**src/fidr_regs.svh**
```systemverilog
`ifndef FIDR_REGS_SVH
`define FIDR_REGS_SVH
// ****************************************************************
// Selector codes for the feature ID group
// ****************************************************************
`define FIDR_OPC1 3'h0
`define FIDR_CRN 4'h0
`define FIDR_CRM 4'h1
`define FIDR_OPC2_DEBUG 3'h2
`define FIDR_OPC2_AUX 3'h3
`define FIDR_OPC2_MMF_FIRST 3'h4
`define FIDR_OPC2_MMF_SECOND 3'h5
// ****************************************************************
// Field positions (low bit of each nibble)
// ****************************************************************
`define FIDR_NIB_31_28 28
`define FIDR_NIB_27_24 24
`define FIDR_NIB_23_20 20
`define FIDR_NIB_19_16 16
`define FIDR_NIB_15_12 12
`define FIDR_NIB_11_8 8
`define FIDR_NIB_7_4 4
`define FIDR_NIB_3_0 0
// ****************************************************************
// Field values
// ****************************************************************
`define FIDR_DBG_PERF_MON 4'h2
`define FIDR_DBG_M_PROFILE 4'h0
`define FIDR_DBG_MM_TRACE 4'h1
`define FIDR_DBG_CP_TRACE 4'h0
`define FIDR_DBG_MM_DEBUG 4'h4
`define FIDR_DBG_CP_SEC_DEBUG 4'h4
`define FIDR_DBG_CP_DEBUG 4'h4
`define FIDR_MMF_INNER_SHARE 4'h0
`define FIDR_MMF_FAST_CTX 4'h0
`define FIDR_MMF_AUX_REGS 4'h1
`define FIDR_MMF_TIGHT_MEM 4'h0
`define FIDR_MMF_SHARE_LVLS 4'h0
`define FIDR_MMF_OUTER_SHARE 4'h0
`define FIDR_MMF_PROT_MEM 4'h0
`define FIDR_MMF_VIRT_MEM 4'h3
`define FIDR_MMF2_BRANCH_PRED 4'h4
`define FIDR_MMF2_CACHE 4'h0
`define FIDR_ZERO_WORD 32'h0000_0000
`endif

```
**src/fidr_pkg.sv**
```systemverilog
package fidr_pkg;
  // Access outcome of a read or write request
  typedef enum logic [1:0] {FIDR_IDLE, FIDR_HIT, FIDR_UNDEF} fidr_resp_t;
endpackage

```
**src/fidr_rom.sv**
```systemverilog
`timescale 1ns/1ps
`include "fidr_regs.svh"
// ****************************************************************
// Constant feature word table with registered read data
// ****************************************************************
module fidr_rom
  import fidr_pkg::*;
(
  // Clock and reset
  input wire logic ref_clk,
  input wire logic rst_n,
  input wire logic clk_en,
  // Read port
  input wire logic rd_en,
  input wire logic [2:0] rd_sel,
  output logic [31:0] rd_data
);
  logic [31:0] rd_data_r;
  logic [31:0] rd_data_nxt;
  logic [31:0] word;

  // Look up the constant word for a selector
  always_comb begin
    word = `FIDR_ZERO_WORD;
    case (rd_sel)
      `FIDR_OPC2_DEBUG: begin
        word[31:28] = 4'h0;
        word[`FIDR_NIB_27_24 +: 4] = `FIDR_DBG_PERF_MON;
        word[`FIDR_NIB_23_20 +: 4] = `FIDR_DBG_M_PROFILE;
        word[`FIDR_NIB_19_16 +: 4] = `FIDR_DBG_MM_TRACE;
        word[`FIDR_NIB_15_12 +: 4] = `FIDR_DBG_CP_TRACE;
        word[`FIDR_NIB_11_8 +: 4] = `FIDR_DBG_MM_DEBUG;
        word[`FIDR_NIB_7_4 +: 4] = `FIDR_DBG_CP_SEC_DEBUG;
        word[`FIDR_NIB_3_0 +: 4] = `FIDR_DBG_CP_DEBUG;
      end
      `FIDR_OPC2_AUX: begin
        word = `FIDR_ZERO_WORD;
      end
      `FIDR_OPC2_MMF_FIRST: begin
        word[`FIDR_NIB_31_28 +: 4] = `FIDR_MMF_INNER_SHARE;
        word[`FIDR_NIB_27_24 +: 4] = `FIDR_MMF_FAST_CTX;
        word[`FIDR_NIB_23_20 +: 4] = `FIDR_MMF_AUX_REGS;
        word[`FIDR_NIB_19_16 +: 4] = `FIDR_MMF_TIGHT_MEM;
        word[`FIDR_NIB_15_12 +: 4] = `FIDR_MMF_SHARE_LVLS;
        word[`FIDR_NIB_11_8 +: 4] = `FIDR_MMF_OUTER_SHARE;
        word[`FIDR_NIB_7_4 +: 4] = `FIDR_MMF_PROT_MEM;
        word[`FIDR_NIB_3_0 +: 4] = `FIDR_MMF_VIRT_MEM;
      end
      `FIDR_OPC2_MMF_SECOND: begin
        word[`FIDR_NIB_31_28 +: 4] = `FIDR_MMF2_BRANCH_PRED;
        word[27:0] = {7{`FIDR_MMF2_CACHE}};
      end
      default: begin
        word = `FIDR_ZERO_WORD;
      end
    endcase
  end

  // Hold data unless a read is taken
  always_comb begin
    rd_data_nxt = rd_data_r;
    if (rd_en) begin
      rd_data_nxt = word;
    end
  end

  // Read data register
  always_ff @(posedge ref_clk or negedge rst_n) begin
    if (!rst_n) begin
      rd_data_r <= `FIDR_ZERO_WORD;
    end else if (clk_en) begin
      rd_data_r <= rd_data_nxt;
    end
  end

  assign rd_data = rd_data_r;
endmodule

```
**src/fidr_bank.sv**
```systemverilog
`timescale 1ns/1ps
`include "fidr_regs.svh"
module fidr_bank
  import fidr_pkg::*;
(
  // Clock and reset
  input wire logic ref_clk,
  input wire logic reset_n,
  input wire logic clk_en,
  // Coprocessor access
  input wire logic cp_req,
  input wire logic cp_write,
  input wire logic cp_priv,
  input wire logic cp_secure,
  input wire logic [2:0] cp_opc1,
  input wire logic [3:0] cp_crn,
  input wire logic [3:0] cp_crm,
  input wire logic [2:0] cp_opc2,
  input wire logic [31:0] cp_wdata,
  // Response
  output logic cp_ack,
  output logic cp_undef,
  output logic [31:0] cp_rdata
);
  // ****************************************************************
  // Reset release
  // ****************************************************************
  logic rst_s1_r;
  logic rst_n_r;

  // Two-stage release of the reset
  always_ff @(posedge ref_clk or negedge reset_n) begin
    if (!reset_n) begin
      rst_s1_r <= 1'b0;
      rst_n_r <= 1'b0;
    end else begin
      rst_s1_r <= 1'b1;
      rst_n_r <= rst_s1_r;
    end
  end

  // ****************************************************************
  // Decode
  // ****************************************************************
  logic grp_hit;
  logic sel_hit;
  logic rd_take;
  logic ack_r;
  logic ack_nxt;
  logic undef_r;
  logic undef_nxt;
  fidr_resp_t resp_nxt;

  // Group and word selection; security state and write data are unused
  always_comb begin
    grp_hit = (cp_opc1 == `FIDR_OPC1) && (cp_crn == `FIDR_CRN)
      && (cp_crm == `FIDR_CRM);
    sel_hit = grp_hit && (cp_opc2 >= `FIDR_OPC2_DEBUG)
      && (cp_opc2 <= `FIDR_OPC2_MMF_SECOND);
    // One shared copy regardless of cp_secure
    rd_take = cp_req && sel_hit && !cp_write && cp_priv;
  end

  // Response classification; writes never reach the table
  always_comb begin
    resp_nxt = FIDR_IDLE;
    if (cp_req) begin
      if (rd_take) begin
        resp_nxt = FIDR_HIT;
      end else if (sel_hit && cp_write && cp_priv) begin
        resp_nxt = FIDR_HIT;
      end else begin
        resp_nxt = FIDR_UNDEF;
      end
    end
    // Decode the outcome into the two response strobes
    ack_nxt = (resp_nxt == FIDR_HIT);
    undef_nxt = (resp_nxt == FIDR_UNDEF);
  end

  // Response strobes, registered so the outputs come from flops
  always_ff @(posedge ref_clk or negedge rst_n_r) begin
    if (!rst_n_r) begin
      ack_r <= 1'b0;
      undef_r <= 1'b0;
    end else if (clk_en) begin
      ack_r <= ack_nxt;
      undef_r <= undef_nxt;
    end
  end

  // ****************************************************************
  // Constant table
  // ****************************************************************
  logic [31:0] rom_data;

  fidr_rom u_rom (
    .ref_clk(ref_clk),
    .rst_n(rst_n_r),
    .clk_en(clk_en),
    .rd_en(rd_take),
    .rd_sel(cp_opc2),
    .rd_data(rom_data)
  );

  // Outputs straight from flip-flops
  assign cp_ack = ack_r;
  assign cp_undef = undef_r;
  assign cp_rdata = rom_data;

  // ****************************************************************
  // Check helpers
  // ****************************************************************
  // The read data must keep the last fetched word until the next read,
  // so the selector of that read is remembered for the hold check
  logic seen_vld_r;
  logic seen_vld_nxt;
  logic [2:0] seen_sel_r;
  logic [2:0] seen_sel_nxt;
  logic [31:0] seen_word;

  // Remember which word the last accepted read fetched
  always_comb begin
    seen_vld_nxt = seen_vld_r;
    seen_sel_nxt = seen_sel_r;
    if (rd_take) begin
      seen_vld_nxt = 1'b1;
      seen_sel_nxt = cp_opc2;
    end
  end

  // Tracker registers, frozen with the rest of the block
  always_ff @(posedge ref_clk or negedge rst_n_r) begin
    if (!rst_n_r) begin
      seen_vld_r <= 1'b0;
      seen_sel_r <= 3'h0;
    end else if (clk_en) begin
      seen_vld_r <= seen_vld_nxt;
      seen_sel_r <= seen_sel_nxt;
    end
  end

  // Expected word for the remembered selector
  always_comb begin
    case (seen_sel_r)
      `FIDR_OPC2_DEBUG: begin
        seen_word = 32'h0201_0444;
      end
      `FIDR_OPC2_MMF_FIRST: begin
        seen_word = 32'h0010_0003;
      end
      `FIDR_OPC2_MMF_SECOND: begin
        seen_word = 32'h4000_0000;
      end
      default: begin
        seen_word = 32'h0000_0000;
      end
    endcase
  end
endmodule

```
**config.mk**
```make
export PLATFORM = sky130hd
export DESIGN_NAME = fidr_bank
export DESIGN_NICKNAME = d
export VERILOG_FILES = /design/src/fidr_pkg.sv /design/src/fidr_rom.sv /design/src/fidr_bank.sv
export VERILOG_INCLUDE_DIRS = /design/src /design/src/src
export SDC_FILE = /design/constraint.sdc
export NUM_CORES = 1
export LEC_CHECK = 0
export ABC_CLOCK_PERIOD_IN_PS = 800
export BUFFER_PORTS_ARGS = -buffer_cell sky130_fd_sc_hd__buf_2
export CORE_AREA = 2 2 54 46
export DETAILED_ROUTE_END_ITERATION = 10
export DIE_AREA = 0 0 56 48
export GPL_ROUTABILITY_DRIVEN = 0
export PLACE_DENSITY_LB_ADDON = 0.2
export SYNTH_ARGS = -nofsm -noshare
export SYNTH_HDL_FRONTEND = slang
export SYNTH_HIERARCHICAL = 1
export SYNTH_SLANG_ARGS = --single-unit
```
**constraint.sdc**
```tcl
create_clock -name ref_clk -period 0.8 [get_ports ref_clk]
set_clock_uncertainty 0.05 [all_clocks]
set_input_delay 0.16 -clock ref_clk [delete_from_list [all_inputs] [get_ports ref_clk]]
set_output_delay 0.16 -clock ref_clk [all_outputs]
set_load 0.01 [all_outputs]
```
==> results.md <==
- Antenna violations before repair: 0
- Crit Reg-Reg Endpoint: u_rom/rd_data[25]$_DFFE_PN0P_
- Crit-path max FO: 3
- Starting Density: 27.0%
- Combinational family with the most area after synthesis: buffers and inverters
- FF-to-FF setup slack: -0.08 ns
- CTS tree: yes
- Power Dens Cells: 1090 nW/um^2
- Fmax: 844 MHz
- Kind of end point of the critical path: register
- CP startpoint kind: input port
- Number of fillers in the final layout: 226
- Gate Count Post-Synth: 56
- Clock Latency Late Sink: 0.25 ns
- GRT overflow: 0
- M1 GR Usage: 8.03%
- Failing checks: negative setup slack
- Die Wd: 56 um
- Routed Antenna Nets: 0
- DRC violations left: 0
- Setup_tns: -3.97 ns
- Synth Area in Simple Gates: 19.2%
- Sequential share of the synthesized area: 30.9%
- DP HPWL: roughly 860 um
- Global-route wire length before repair: 1550 um
- First-iteration detailed-routing DRC count: 3
- Die Ht: ~48 um
- Register area: 176 um^2
- Final WS setup: -0.385 ns
- Detailed-route via count: 429
- Total track usage: 8.37%
- Clk slew on worst S/H paths: 0.05 ns
- H-tree depth: 1
- GR peak layer: met2
- GR Util met2: 14.1%
- Tightest Hold Check Type: register to async pin
- Row cnt: 15
- Top Ports: between 80 and 90
- Post-synthesis xor/xnor area fraction: 1.55%
- CP required: 0.89 ns
- Clk buf depth: 2
- Vias in the first global route: between 300 and 400
- Finished Core Util: 38.2%
- Max rail drop VDD: 0.000673 V
- Final Cycle Share: 148%
- Synthesized area: 567 um^2
- # setup viols final: 16
- Compound-cell area share of the yosys netlist: under 10%
- RSZ-0062 raised after global routing: true
- Clock sinks: 7
- Leakage: 0.445 nW
- Slew Viols, Final: 0
- Adder-cell share of the synthesized area: 0%
- Mux cell area share after synthesis: 0%
- Nets: 148
- Status: complete, but fails checks
- Reg2reg start: u_rom/rd_data[25]$_DFFE_PN0P_
- Port Buffers: 30
- Crit path kind: input port to register
- Avg WL per Cell: about 9.3 um
- Max-cap violations: 0
- Layout cells sized above 1: between 50% and 60%
- Drt pass-1 iters: 2
- Total Wirelength: 1100 um
- Cts bufs inserted: 3
- GRT met3 Usage: just under 6%
- Vias per std cell: 3.61
- Clock Root Buffer: clkbuf_4
- Area Growth Syn to Fin: 41.7%
- Avg Cell Area, Syn: ~10 um^2
- Multi-input logic area: between 200 and 300 um^2
- Synthesized flop and latch total: 7
- Largest net degree at the start of global routing: 7
- Die Area: 2690 um^2
- Worst EP arrival: between 1 and 1.5 ns
- Syn. warnings: 6
- Placed Instance Area: 661 um^2
- Final Instance Area: between 800 and 900 um^2
- Hold Violations, Final: 0
- Synth unique cells: 18
- Ant diodes: 0
- Core area: 2100 um^2
- Tmin final: 1.19 ns
- Reg2reg path depth: 2
[critical path, stage by stage]
cell and delay [ns]:
buf_2 0.11, nor4b_4 0.27, nand4_2 0.14, nor3b_2 0.24
nand2_1 0.12, a22o_1 0.23
[cells in the final DEF, fill, tap and decap left out, types with 2 or more instances in the layout]
| cell | Yosys | layout |
|---|---|---|
| a22o_1 | 2 | 2 |
| buf_2 | 0 | 21 |
| buf_4 | 29 | 9 |
| buf_6 | 0 | 10 |
| clkbuf_4 | 0 | 3 |
| conb_1 | 2 | 24 |
| dfrtp_1 | 7 | 6 |
| inv_1 | 2 | 2 |
| nand2_1 | 2 | 2 |
| nor4b_4 | 1 | 2 |
[through the flow]
step | power (W) | worst slack, ns | cells | hold WS [ns]
after CTS | 0.000892 | -0.372 | 118 | 0.0485
final | 0.000877 | -0.385 | 119 | 0.0325
after detailed placement | 0.000541 | -0.660 | 109 | -0.103
after floorplan | 0.000535 | -0.450 | 78 | -0.186
after global placement | 0.000541 | -0.618 | 109 | -0.102
after global routing | 0.000953 | -0.464 | 119 | 0.0624
[state kept, by name (all words and copies together), names as in the netlist]
| register | cells |
|---|---|
| cp_undef | 1 |
| cp_ack | 1 |
| rst_s1_r | 1 |
| rst_n_r | 1 |
| u_rom/rd_data | 3 |
[worst max-delay path by stage]
stage	slack, ns	endpoint	start
finish	-0.39	u_rom/rd_data[20]$_DFFE_PN0P_	cp_crn[1]
global route	-0.46	u_rom/rd_data[20]$_DFFE_PN0P_	cp_opc1[1]
CTS	-0.37	u_rom/rd_data[20]$_DFFE_PN0P_	cp_opc1[0]
detailed placement	-0.66	u_rom/rd_data[30]$_DFFE_PN0P_	cp_opc1[2]
global placement	-0.62	u_rom/rd_data[20]$_DFFE_PN0P_	cp_crm[2]
floorplan	-0.45	u_rom/rd_data[20]$_DFFE_PN0P_	cp_crm[2]
[cells in the mapped netlist]
master,instances,area share (%)
buf_4,29,38
dfrtp_1,7,31
a22o_1,2,3.1
conb_1,2,1.3
inv_1,2,1.3
nand2_1,2,1.3
a31o_1,1,1.5
and4b_1,1,1.8
nand4_2,1,2.2
nand4b_1,1,1.5
nor2b_1,1,1.1
nor3b_2,1,2.2
nor4_2,1,2.2
nor4b_2,1,2.6
nor4b_4,1,4.2
o22ai_1,1,1.1
o2bb2ai_1,1,1.5
xor2_1,1,1.5
[cell families after synthesis]
logic type / after synthesis
buffers and inverters: 31
and+or+nand+nor: 10
DFF: 7
AOI/OAI and AO/OA: 5
other: 2
xor gates and xnor gates: 1
[per-layer routing]
layer  up-vias  part of all wire, %
met2        28                   57
met5         -                    0
met1       192                   32
li1        209                    -
met3         0                   11
met4         0                    0
[power by group]
group | switching, W | leakage (nW) | internal, W
registers | 0.00000799 | 0.0897 | 0.000364
clock network | 0.000126 | 0.0150 | 0.000190
logic | 0.000102 | 0.341 | 0.0000867
total | 0.000236 | 0.445 | 0.000641
[area by class of cell]
cell class / count / area share (%)
multi-input cells: 40 / 33.2
repair buffers: 41 / 36.8
clock buffers: 4 / 3.27
inverters: 2 / 0.935
well taps: 25 / 3.89
flip-flops and latches: 7 / 22.0
[repair_timing]
item | 4_1_cts | 5_1_grt
buffers inserted | 4 | 1
setup endpoints to repair | 16 | 16
hold endpoints to repair | 2 | 0
pin swaps | 3 | 1
hold buffers | 1 | 0
gates cloned | 0 | 0
gates resized for setup | 9 | 2
No activity file was read; power rests on OpenSTA's default activity.
